**config.mk**
```make
export PLATFORM = sky130hd
export DESIGN_NAME = keypad_verb_noun_interpreter
export DESIGN_NICKNAME = d
export VERILOG_FILES = /design/src/core/kvn_pkg.sv /design/src/core/keypad_verb_noun_interpreter.sv
export SDC_FILE = /design/constraint.sdc
export NUM_CORES = 1
export LEC_CHECK = 0
export BUFFER_PORTS_ARGS = -buffer_cell sky130_fd_sc_hd__buf_2
export CAP_MARGIN = 20
export CORE_MARGIN = 5
export CORE_UTILIZATION = 40
export DETAILED_ROUTE_END_ITERATION = 16
export GPL_ROUTABILITY_DRIVEN = 0
export PLACE_DENSITY = 0.65
export SYNTH_ARGS = -nofsm -noshare
export SYNTH_HDL_FRONTEND = slang
export SYNTH_SLANG_ARGS = --single-unit
```
**constraint.sdc**
```tcl
create_clock -name clk -period 5.4 [get_ports clk]
set_input_delay 1.08 -clock clk [delete_from_list [all_inputs] [get_ports clk]]
set_output_delay 1.08 -clock clk [all_outputs]
set_load 0.03 [all_outputs]
```
**src/core/kvn_pkg.sv**
```systemverilog
// Package with key codes, states, timing and carrier types for the keypad interpreter
package kvn_pkg;

  // Five-bit key codes, one distinct value per coded key; continue key has none
  localparam logic [4:0] KEY_D0     = 5'h00;
  localparam logic [4:0] KEY_D9     = 5'h09;
  localparam logic [4:0] KEY_PLUS   = 5'h0A;
  localparam logic [4:0] KEY_MINUS  = 5'h0B;
  localparam logic [4:0] KEY_VERB   = 5'h0C;
  localparam logic [4:0] KEY_NOUN   = 5'h0D;
  localparam logic [4:0] KEY_CLEAR  = 5'h0E;
  localparam logic [4:0] KEY_RELEASE = 5'h0F;
  localparam logic [4:0] KEY_COMMIT = 5'h10;
  localparam logic [4:0] KEY_LAMPRST = 5'h11;

  // Blank digit value on a lamp
  localparam logic [3:0] DIGIT_BLANK = 4'hF;

  // Class boundaries: codes at or above this value are upper range
  localparam logic [6:0] CLASS_SPLIT = 7'h28;

  // Load verbs and display verbs sharing the component pattern
  localparam logic [6:0] VERB_LOAD1  = 7'h15;
  localparam logic [6:0] VERB_LOAD12 = 7'h18;
  localparam logic [6:0] VERB_LOAD123 = 7'h19;
  localparam logic [6:0] VERB_DISP1  = 7'h01;
  localparam logic [6:0] VERB_DISP123 = 7'h05;

  // Data word length and flash timing
  localparam int          WORD_CHARS   = 5;
  localparam int          CLK_HZ       = 50_000_000;
  localparam int          FLASH_HALF_MS = 500;
  localparam int          FLASH_HALF_CYC = CLK_HZ / 1000 * FLASH_HALF_MS;

  // Entry states, one-hot
  typedef enum logic [3:0] {
    ST_IDLE = 4'b0001,
    ST_VERB = 4'b0010,
    ST_NOUN = 4'b0100,
    ST_DATA = 4'b1000
  } entry_t;

  // Two-digit code held as a pair of decimal digits
  typedef struct packed {
    logic [3:0] tens;
    logic [3:0] ones;
  } code2_t;

  // One data register display: sign lamps and five digits
  typedef struct packed {
    logic        plusOn;
    logic        minusOn;
    logic [19:0] digits;
  } dataReg_t;

  // Command passed to internal routines on commit
  typedef struct packed {
    code2_t     verb;
    code2_t     noun;
    logic       verbExtended;
    logic       nounMixed;
    logic [2:0] compMask;
  } command_t;

endpackage

```
**src/core/keypad_verb_noun_interpreter.sv**
```systemverilog
// Keypad verb and noun interpreter with data entry, ownership and lamp drive
module keypad_verb_noun_interpreter
  import kvn_pkg::*;
#(
  parameter int FlashHalfCyc = FLASH_HALF_CYC // Half period of the flash
) (
  input  wire logic       clk,
  input  wire logic       sys_rst,
  input  wire logic       keyStrobe,      // One-cycle pulse with a coded key
  input  wire logic [4:0] keyCode,        // Code of the pressed key
  input  wire logic       continueKey,    // Continue key pulse, no code
  input  wire logic       needData,       // Committed pair wants operator data
  input  wire logic       computing,      // Computer is busy
  input  wire logic       uplinkActive,   // Ground telemetry being accepted
  input  wire logic       internalReq,    // Internal routine asks for the display
  output logic            commitPulse,    // Commit of verb and noun pair
  output command_t        command,        // Committed command
  output logic            continuePulse,  // Continue forwarded to routines
  output logic            wordDone,       // A data word was committed
  output logic [2:0]      wordComp,       // Component the word belongs to
  output logic            wordDecimal,    // Word is decimal
  output logic            operatorOwns,   // Operator holds keyboard
  output logic            internalGrant,  // Internal routine may use display
  output logic [7:0]      verbLamps,      // Two verb digits
  output logic [7:0]      nounLamps,      // Two noun digits
  output dataReg_t [2:0]  dataLamps,      // Three data register displays
  output logic            activityCompLamp, // Computing lamp
  output logic            activityUplinkLamp // Uplink lamp
);

  // Decimal value of a two-digit code
  function automatic logic [6:0] codeVal(input code2_t c);
    codeVal = 7'(c.tens) * 7'hA + 7'(c.ones);
  endfunction

  // Component mask from verb: low digit 1..5 gives 1,2,3,12,123
  function automatic logic [2:0] compSel(input code2_t v);
    unique case (v.ones)
      4'h1:    compSel = 3'h1;
      4'h2:    compSel = 3'h2;
      4'h3:    compSel = 3'h4;
      4'h4:    compSel = 3'h3;
      4'h5:    compSel = 3'h7;
      default: compSel = 3'h0;
    endcase
  endfunction

  // Next component in mask after the present one
  function automatic logic [1:0] nextComp(input logic [2:0] m, input logic [1:0] cur);
    nextComp = 2'h3;
    for (int i = 2; i >= 0; i--) begin
      if (m[i] && (2'(i) > cur)) begin
        nextComp = 2'(i);
      end
    end
  endfunction

  // Lowest component selected by a mask, 3 when none is selected
  function automatic logic [1:0] firstComp(input logic [2:0] m);
    firstComp = 2'h3;
    for (int i = 2; i >= 0; i--) begin
      if (m[i]) begin
        firstComp = 2'(i);
      end
    end
  endfunction

  // State registers
  entry_t           st_q, st_d;          // Entry state
  code2_t           verb_q, verb_d;      // Stored verb
  code2_t           noun_q, noun_d;      // Stored noun
  logic             vCnt_q, vCnt_d;      // Verb digit count
  logic             nCnt_q, nCnt_d;      // Noun digit count
  logic             own_q, own_d;        // Operator ownership
  logic [2:0]       mask_q, mask_d;      // Components left to load
  logic [1:0]       comp_q, comp_d;      // Component being keyed
  logic [2:0]       chars_q, chars_d;    // Characters in current word
  logic             signed_q, signed_d;  // Word began with a sign
  dataReg_t [2:0]   regs_q, regs_d;      // Data displays
  logic             lampsOff_q, lampsOff_d; // Lamps forced off
  logic             commit_q, commit_d;
  command_t         cmd_q, cmd_d;
  logic             cont_q, cont_d;
  logic             wDone_q, wDone_d;
  logic [2:0]       wComp_q, wComp_d;
  logic             wDec_q, wDec_d;
  logic             grant_q, grant_d;
  logic             flashOn_q, flashOn_d;
  logic [31:0]      flCnt_q, flCnt_d;
  logic [7:0]       vl_q, vl_d, nl_q, nl_d;
  logic             actC_q, actC_d, actU_q, actU_d;

  logic isDigit;
  assign isDigit = keyStrobe && (keyCode <= KEY_D9);

  // Next-state logic for keyboard entry
  always_comb begin
    st_d = st_q; verb_d = verb_q; noun_d = noun_q; vCnt_d = vCnt_q; nCnt_d = nCnt_q;
    own_d = own_q;
    mask_d = mask_q; comp_d = comp_q; chars_d = chars_q; signed_d = signed_q;
    regs_d = regs_q; lampsOff_d = lampsOff_q; commit_d = 1'b0; cmd_d = cmd_q;
    wDone_d = 1'b0; wComp_d = wComp_q; wDec_d = wDec_q;
    cont_d = continueKey;
    if ((keyStrobe && keyCode != KEY_LAMPRST && keyCode != KEY_RELEASE) || continueKey) begin
      own_d = 1'b1;
    end
    if (keyStrobe) begin
      unique case (1'b1)
        (keyCode == KEY_VERB): begin
          st_d = ST_VERB; verb_d = '{DIGIT_BLANK, DIGIT_BLANK}; vCnt_d = 1'b0;
          lampsOff_d = 1'b0; // Keying lights the lamps again
        end
        (keyCode == KEY_NOUN): begin
          st_d = ST_NOUN; noun_d = '{DIGIT_BLANK, DIGIT_BLANK}; nCnt_d = 1'b0;
          lampsOff_d = 1'b0; // Keying lights the lamps again
        end
        (keyCode == KEY_LAMPRST): lampsOff_d = 1'b1;
        (keyCode == KEY_RELEASE): own_d = continueKey; // Continue in same cycle keeps it
        (keyCode == KEY_CLEAR): begin
          if (st_q == ST_DATA) begin
            chars_d = 3'h0; signed_d = 1'b0; regs_d[comp_q] = '0;
          end
        end
        (keyCode == KEY_PLUS || keyCode == KEY_MINUS): begin
          if (st_q == ST_DATA && chars_q == 3'h0) begin
            signed_d = 1'b1;
            regs_d[comp_q].plusOn = (keyCode == KEY_PLUS);
            regs_d[comp_q].minusOn = (keyCode == KEY_MINUS);
          end
        end
        (keyCode == KEY_COMMIT): begin
          if (st_q == ST_DATA) begin
            wDone_d = 1'b1; wComp_d = 3'(comp_q) + 3'h1; wDec_d = signed_q;
            mask_d[comp_q] = 1'b0;
            comp_d = nextComp(mask_q, comp_q);
            chars_d = 3'h0; signed_d = 1'b0;
            if (nextComp(mask_q, comp_q) == 2'h3) begin
              st_d = ST_IDLE;
            end
          end else if (st_q == ST_IDLE) begin
            commit_d = 1'b1; lampsOff_d = 1'b0;
            cmd_d.verb = verb_q; cmd_d.noun = noun_q;
            cmd_d.verbExtended = codeVal(verb_q) >= CLASS_SPLIT;
            cmd_d.nounMixed = codeVal(noun_q) >= CLASS_SPLIT;
            cmd_d.compMask = ((codeVal(verb_q) >= VERB_LOAD1 && codeVal(verb_q) <= VERB_LOAD123)
                || (codeVal(verb_q) >= VERB_DISP1 && codeVal(verb_q) <= VERB_DISP123))
                ? compSel(verb_q) : 3'h0;
            if (needData && cmd_d.compMask != 3'h0) begin
              st_d = ST_DATA; mask_d = cmd_d.compMask;
              comp_d = firstComp(cmd_d.compMask);
              chars_d = 3'h0; signed_d = 1'b0;
            end
          end
        end
        default: begin
          if (isDigit) begin
            unique case (st_q)
              ST_VERB: begin
                if (!vCnt_q) begin verb_d.tens = keyCode[3:0]; vCnt_d = 1'b1; end
                else begin verb_d.ones = keyCode[3:0]; st_d = ST_IDLE; end
              end
              ST_NOUN: begin
                if (!nCnt_q) begin noun_d.tens = keyCode[3:0]; nCnt_d = 1'b1; end
                else begin noun_d.ones = keyCode[3:0]; st_d = ST_IDLE; end
              end
              ST_DATA: begin
                // unsigned word leaves no stale sign lit
                if (chars_q == 3'h0 && !signed_q) begin
                  regs_d[comp_q].plusOn = 1'b0;
                  regs_d[comp_q].minusOn = 1'b0;
                end
                if (32'(chars_q) < WORD_CHARS) begin
                  regs_d[comp_q].digits = {regs_q[comp_q].digits[15:0], keyCode[3:0]};
                  chars_d = chars_q + 3'h1;
                end
              end
              ST_IDLE: ;
            endcase
          end
        end
      endcase
    end
  end

  // Flash, lamp and grant next values
  always_comb begin
    flCnt_d = flCnt_q + 32'h1; flashOn_d = flashOn_q;
    if (flCnt_q >= 32'(FlashHalfCyc - 1)) begin
      flCnt_d = '0; flashOn_d = !flashOn_q;
    end
    if (st_q == ST_DATA && !flashOn_q) begin
      vl_d = 8'hFF; nl_d = 8'hFF;
    end else begin
      vl_d = verb_d; nl_d = noun_d;
    end
    actC_d = computing && !lampsOff_d;
    actU_d = uplinkActive && !lampsOff_d;
    grant_d = internalReq && !own_d;
    // lamps stay dark while lamp reset holds
    if (lampsOff_d) begin
      vl_d = 8'hFF;
      nl_d = 8'hFF;
    end
  end

  // Registers
  always_ff @(posedge clk or posedge sys_rst) begin
    if (sys_rst) begin
      st_q <= ST_IDLE; verb_q <= '{DIGIT_BLANK, DIGIT_BLANK};
      noun_q <= '{DIGIT_BLANK, DIGIT_BLANK}; vCnt_q <= 1'b0; nCnt_q <= 1'b0;
      own_q <= 1'b0; mask_q <= '0;
      comp_q <= '0; chars_q <= '0; signed_q <= 1'b0; regs_q <= '0; lampsOff_q <= 1'b0;
      commit_q <= 1'b0; cmd_q <= '0; cont_q <= 1'b0; wDone_q <= 1'b0; wComp_q <= '0;
      wDec_q <= 1'b0; grant_q <= 1'b0; flashOn_q <= 1'b1; flCnt_q <= '0;
      vl_q <= 8'hFF; nl_q <= 8'hFF; actC_q <= 1'b0; actU_q <= 1'b0;
    end else begin
      st_q <= st_d; verb_q <= verb_d; noun_q <= noun_d; vCnt_q <= vCnt_d; nCnt_q <= nCnt_d;
      own_q <= own_d;
      mask_q <= mask_d; comp_q <= comp_d; chars_q <= chars_d; signed_q <= signed_d;
      regs_q <= regs_d; lampsOff_q <= lampsOff_d; commit_q <= commit_d; cmd_q <= cmd_d;
      cont_q <= cont_d; wDone_q <= wDone_d; wComp_q <= wComp_d; wDec_q <= wDec_d;
      grant_q <= grant_d; flashOn_q <= flashOn_d; flCnt_q <= flCnt_d;
      vl_q <= vl_d; nl_q <= nl_d; actC_q <= actC_d; actU_q <= actU_d;
    end
  end

  assign commitPulse = commit_q;
  assign command = cmd_q;
  assign continuePulse = cont_q;
  assign wordDone = wDone_q;
  assign wordComp = wComp_q;
  assign wordDecimal = wDec_q;
  assign operatorOwns = own_q;
  assign internalGrant = grant_q;
  assign verbLamps = vl_q;
  assign nounLamps = nl_q;
  assign dataLamps = regs_q;
  assign activityCompLamp = actC_q;
  assign activityUplinkLamp = actU_q;
endmodule

```
# ---- Word level (Yosys, flattened, before mapping)
# Index checks and enable logic that the tools add are counted.
dict set report totals {
  register_bits 179
  inputBits 13
  out_inout_bits 114
  elab_cells 263
}
dict set report op_classes {
  addsub 5
  multipliers 2
  n_lt_le_gt_ge 14
  n_eq_ne 27
  n_mux 109
  bitwise 10
  n_reduce_logical 55
}
# operator count
set op_table {}
lappend op_table {{$mux W66} 10}
lappend op_table {{$bwmux W66} 5}
lappend op_table {{$pmux W66 S3} 1}
lappend op_table {{$demux W22 S2} 4}
lappend op_table {{$mux W8} 10}
lappend op_table {{$and A66 B66 Y66} 1}
lappend op_table {{$not A66 Y66} 1}
lappend op_table {{$mux W3} 15}
lappend op_table {{$bmux W22 S2} 1}
lappend op_table {{$mux W22} 2}
lappend op_table {{$mux W4} 11}
lappend op_table {{$add A32 B1 Y32 const B} 1}
lappend op_table {{$ge A32 B25 Y1 const B} 1}
lappend op_table {{$mux W32} 1}
lappend op_table {{$pmux W8 S2} 2}
lappend op_table {{$eq A5 B4 Y1 const B} 6}
lappend op_table {{$mux W1} 25}
lappend op_table {{$mux W21} 1}
lappend op_table {{$mux W2} 10}
lappend op_table {{$mux W20} 1}
lappend op_table {{$logic_and A1 B1 Y1} 16}
lappend op_table {{$mux W16} 1}
lappend op_table {{$pmux W4 S4} 1}
lappend op_table {{$reduce_and A4 Y1} 4}
lappend op_table {{50 further kinds} 91}

# ---- Longest topological paths before layout
dict set report depth {
  word_depth 16
  mapped_depth 9
  ltp_nobuf 9
}

# ---- Worst setup path after synthesis
# Ideal clock, no wire load.
dict set report synth_timing {
  kind {reg-to-reg}
  startpoint {reg verb_q[4] (netlist name)}
  endpoint {reg comp_q[0]}
  setup_time_ns 0.125
  arrival_ns 2.863
  required_time_ns 5.275
  path_slack_ns 2.412
  stages_incl_launch_ff 10
  n_path_buf 0
  synth_period_minus_slack_ns 2.988
  path_cell_list {dfstp_2 ha_1 ha_1 a21o_1 or3_4 a21o_1 a311oi_4 nand3_2 nand2_2 mux2_4}
}
dict set report synth_via {
  elab_chain_cells 12
  word_cells_on_any_way 20
  cone_classes {add/sub (1); mul (1); order compare (4); mux (7); reduce/logical (7)}
}
# element line_no
set synth_rtl {}
lappend synth_rtl {{start, declared} keypad_verb_noun_interpreter.sv:70} ;# code2_t verb_q, verb_d;
lappend synth_rtl {{start signal, assigned} keypad_verb_noun_interpreter.sv:217} ;# st_q <= st_d; verb_q <= verb_d; noun_q <= noun_d; vCnt_q <= vCnt_d; nCnt_q <= nCnt_d;
lappend synth_rtl {{$mul A4 B3 Y6 *} keypad_verb_noun_interpreter.sv:33} ;# codeVal = 7'(c.tens) * 7'hA + 7'(c.ones);
lappend synth_rtl {{$add A7 B4 Y7 *} keypad_verb_noun_interpreter.sv:33}
lappend synth_rtl {{$ge A7 B5 Y1, or another cell as far along} keypad_verb_noun_interpreter.sv:145} ;# cmd_d.compMask = ((codeVal(verb_q) >= VERB_LOAD1 && codeVal(verb_q) <= VERB_LOAD123)
lappend synth_rtl {{$logic_and A1 B1 Y1, on equally long branches} {keypad_verb_noun_interpreter.sv:145, keypad_verb_noun_interpreter.sv:146}}
lappend synth_rtl {{$logic_or A1 B1 Y1 *} keypad_verb_noun_interpreter.sv:146} ;# || (codeVal(verb_q) >= VERB_DISP1 && codeVal(verb_q) <= VERB_DISP123))
lappend synth_rtl {{$mux W3 *} keypad_verb_noun_interpreter.sv:147} ;# ? compSel(verb_q) : 3'h0;
lappend synth_rtl {{$mux W1} keypad_verb_noun_interpreter.sv:62} ;# if (m[i]) begin
lappend synth_rtl {{$mux W2 (2 in a row)} keypad_verb_noun_interpreter.sv:62}
lappend synth_rtl {{$mux W2} keypad_verb_noun_interpreter.sv:148} ;# if (needData && cmd_d.compMask != 3'h0) begin
lappend synth_rtl {{$mux W2} keypad_verb_noun_interpreter.sv:140} ;# end else if (st_q == ST_IDLE) begin
lappend synth_rtl {{$mux W2} keypad_verb_noun_interpreter.sv:132} ;# if (st_q == ST_DATA) begin
lappend synth_rtl {{end signal, assigned} keypad_verb_noun_interpreter.sv:219} ;# mask_q <= mask_d; comp_q <= comp_d; chars_q <= chars_d; signed_q <= signed_d;
lappend synth_rtl {{end, declared} keypad_verb_noun_interpreter.sv:76} ;# logic [1:0] comp_q, comp_d;
# Mark *: on every way between the ends. The rest lies on a longest branch, timed or not. The select of a mux whose other input is x is not followed.
# A chain may end at the register's enable or synchronous reset.

==> results_dict.tcl <==
set metrics [dict create \
    status "finished clean" \
    first_pass_iters 5 \
    grt_first_pass_wirelength_um 33500 \
    wl_per_cell_um 17.6 \
    rrSetupSlack_ps 2120 \
    power_mw 4.10 \
    fp.dieArea_um2 23800 \
    area_growth_pct 17.8 \
    synth.distinct_cells 71 \
    core_um2 20400 \
    post_cts_resized 0 \
    ios 127 \
    cts_made_buffers 17 \
    relSlewSlack_pct 24.9 \
    cp-end-kind "register" \
    fp.dieW_um 154 \
    cts_max_level 4 \
    synth_warnings 0 \
    hold_buffers 0 \
    fmax_mhz 305 \
    yosysSeqAreaShare_pct 54.1 \
    placed_cells 1133 \
    min_from "command[17]$_DFFE_PP0P_" \
    min_path_type "reg2reg" \
    start_util_pct 40.8 \
    rr_worst_depth 7 \
    layout.cells.non_filler 1166 \
    synth_common_cells "dfrtp_1, nor2_1, nand2_1" \
    critPathMaxStageDelay_ps 810 \
    crit_fanout 20 \
    grt_remaining_overflow 0 \
    clk_pin_slew_ps 70 \
    grt_usage_pct 17.5 \
    clkSinkCount 178 \
    p_per_area_nw_per_um2 419 \
    antenna_found_initial 1 \
    post-route-min-period_ps 3280 \
    drt-initial-drc-count 406 \
    critPathLaunchType "register" \
    period_share_pct 60.8 \
    synth_top_area_cell "dfrtp_1" \
    grt_max_degree 179 \
    rsz0062_at_grt "no" \
    path_cells "nor4b_4 -> o21ai_0 -> a31oi_1 -> nand3_1 -> nor2_2 -> nand4_1 -> a22o_1" \
    io_buffers 126 \
    cts_tree "built" \
    fin_tns_setup_ps 0 \
    synth-seq-cells 178 \
    place_ws_ps 1660 \
    synth_most_common_cell "dfrtp_1" \
    ir_worst_vdd_mv 0.199 \
    yosys-top-cells-area "dfrtp_1, dfstp_2, o2bb2ai_1, nor2_1, ha_1" \
    viasPerCell 5.33 \
    synthArstFlopShare_pct 100 \
    cts_setup_buffers 0 \
    finalWirelength_um 20500 \
    worst_slew_pin_slew_ps 1130 \
    cts-root-buf "clkbuf_16" \
    setup_slack_ps 2120 \
    timing.final.hold_violations 0 \
    finalMaxSlewViolations 0 \
    critPathArrivalTime_ps 3590 \
    dp_hpwl_um 14100 \
    postRouteAntennaNets 0 \
    grt_pass1_vias 6074 \
    p_leak_nw 4.64 \
    synth-edff-count 0 \
    synth_area_per_cell_um2 10.9 \
    chipHeight_um 154 \
    drc_errors 0 \
    syn_inst 761 \
    clockBufferDepth 2 \
    crit_path_top_delay_cell "nand4_1" \
    num-nets-final 920 \
    timing.rr.start "st_q[3]$_DFFE_PP0P_" \
    setup_viol 0 \
    vias 6214 \
    crit_required_ps 5710 \
    ys.flop_type "dfrtp_1" \
    critPathKind "reg2reg" \
    holdPathEnd "command[17]$_DFFE_PP0P_" \
    clkLatencyLatePin_ps 430 \
    maxCapViolCount 0 \
    syn_area_um2 8310 \
    netlist.area_leader.share_pct 43.4 \
    drive_gt1_share_pct 24.7 \
    finalClockSkew_ps 9.59 \
    min_path_cells 2 \
    std_cell_rows 52 \
]
## kinds of logic (layout without fill, tap and decap cells)
group | Yosys count | in the layout | share of synthesized area [%]
flip-flops | 178 | 178 | 54.1
AO/OA/AOI/OAI | 194 | 194 | 16.6
adder cells (fa/ha/maj) | 24 | 24 | 3.97
buffers and inverters | 62 | 190 | 3.01
other | 1 | 8 | 0.0451
XOR/XNOR | 35 | 35 | 3.69
multiplexers | 32 | 32 | 4.10
AND/OR/NAND/NOR | 235 | 235 | 14.5
## final cells by class
| type | instances | area, um^2 |
|---|---|---|
| clock inverters | 13 | 150 |
| repair buffers | 130 | 677 |
| clock buffers | 18 | 429 |
| flip-flops and latches | 178 | 4500 |
| diodes | 1 | 2.50 |
| inverters | 29 | 113 |
| well taps | 270 | 338 |
| multi-input cells | 527 | 3590 |
| fillers | 1905 | 10600 |
## layout by cell type (no fill, tap or decap), types with 4 or more instances in the layout
cell type     n
a21oi_1      44
a22o_1       17
a22oi_1      12
a31oi_1       4
and2_1       12
and3_1        5
buf_2       126
clkbuf_16    17
clkinvlp_4    5
conb_1        7
dfrtp_1     144
dfstp_2      34
fa_1          4
ha_1         20
inv_1        25
inv_6         4
mux2_2       10
mux2i_1      19
nand2_1      53
nand2b_1     18
nand3_1      24
nand3b_1      6
nand4_1       8
nor2_1       71
nor2b_1       6
nor3_1        6
nor4_1        6
o21ai_0      32
o22ai_1       4
o2bb2ai_1    48
xnor2_1      11
xor2_1       24
## where the power goes
part | total (mW) | internal (mW) | switching [mW]
Combinational | 1.17 | 0.451 | 0.720
Sequential | 1.70 | 1.55 | 0.154
Clock | 1.23 | 0.687 | 0.542
Total | 4.10 | 2.69 | 1.42
## routing by layer
metal / track usage [%] / part of all wire (%) / vias to the layer above / routed length [um]
met5: 0 / 0 / - / 0
met1: 25.2 / 48 / 3058 / 9840
met2: 26.1 / 46 / 157 / 9380
met3: 3.43 / 3.9 / 34 / 806
met4: 6.81 / 2.4 / 0 / 485
li1: - / - / 2965 / -
## worst max-delay path by stage
stage | cells past startpoint | start | end | slack, ps
after detailed placement | 8 | keyCode[3] | register | 1660
after global placement | 8 | keyCode[3] | register | 1750
after global routing | 7 | st_q[3]$_DFFE_PP0P_ | register | 1850
after CTS | 7 | st_q[3]$_DFFE_PP0P_ | register | 2090
after floorplan | 1 | sys_rst | async pin | 2070
final | 7 | st_q[3]$_DFFE_PP0P_ | register | 2120
## worst max-delay path, delay by kind of cell, from the launching register on
family             cells  cell delay, ps
DFF                    1             470
and+or+nand+nor        4            1740
AOI/OAI and AO/OA      3             950
## metrics by stage
step | hold slack [ps] | area (um^2) | utilization, %
after CTS | 475 | 9780 | 48.0
final | 471 | 9790 | 48.1
after floorplan | 448 | 8340 | -
after detailed placement | 459 | 9200 | 45.2
after global routing | 498 | 9790 | 48.1
after global placement | 457 | 9200 | 45.2
No activity file was read; power rests on OpenSTA's default activity.
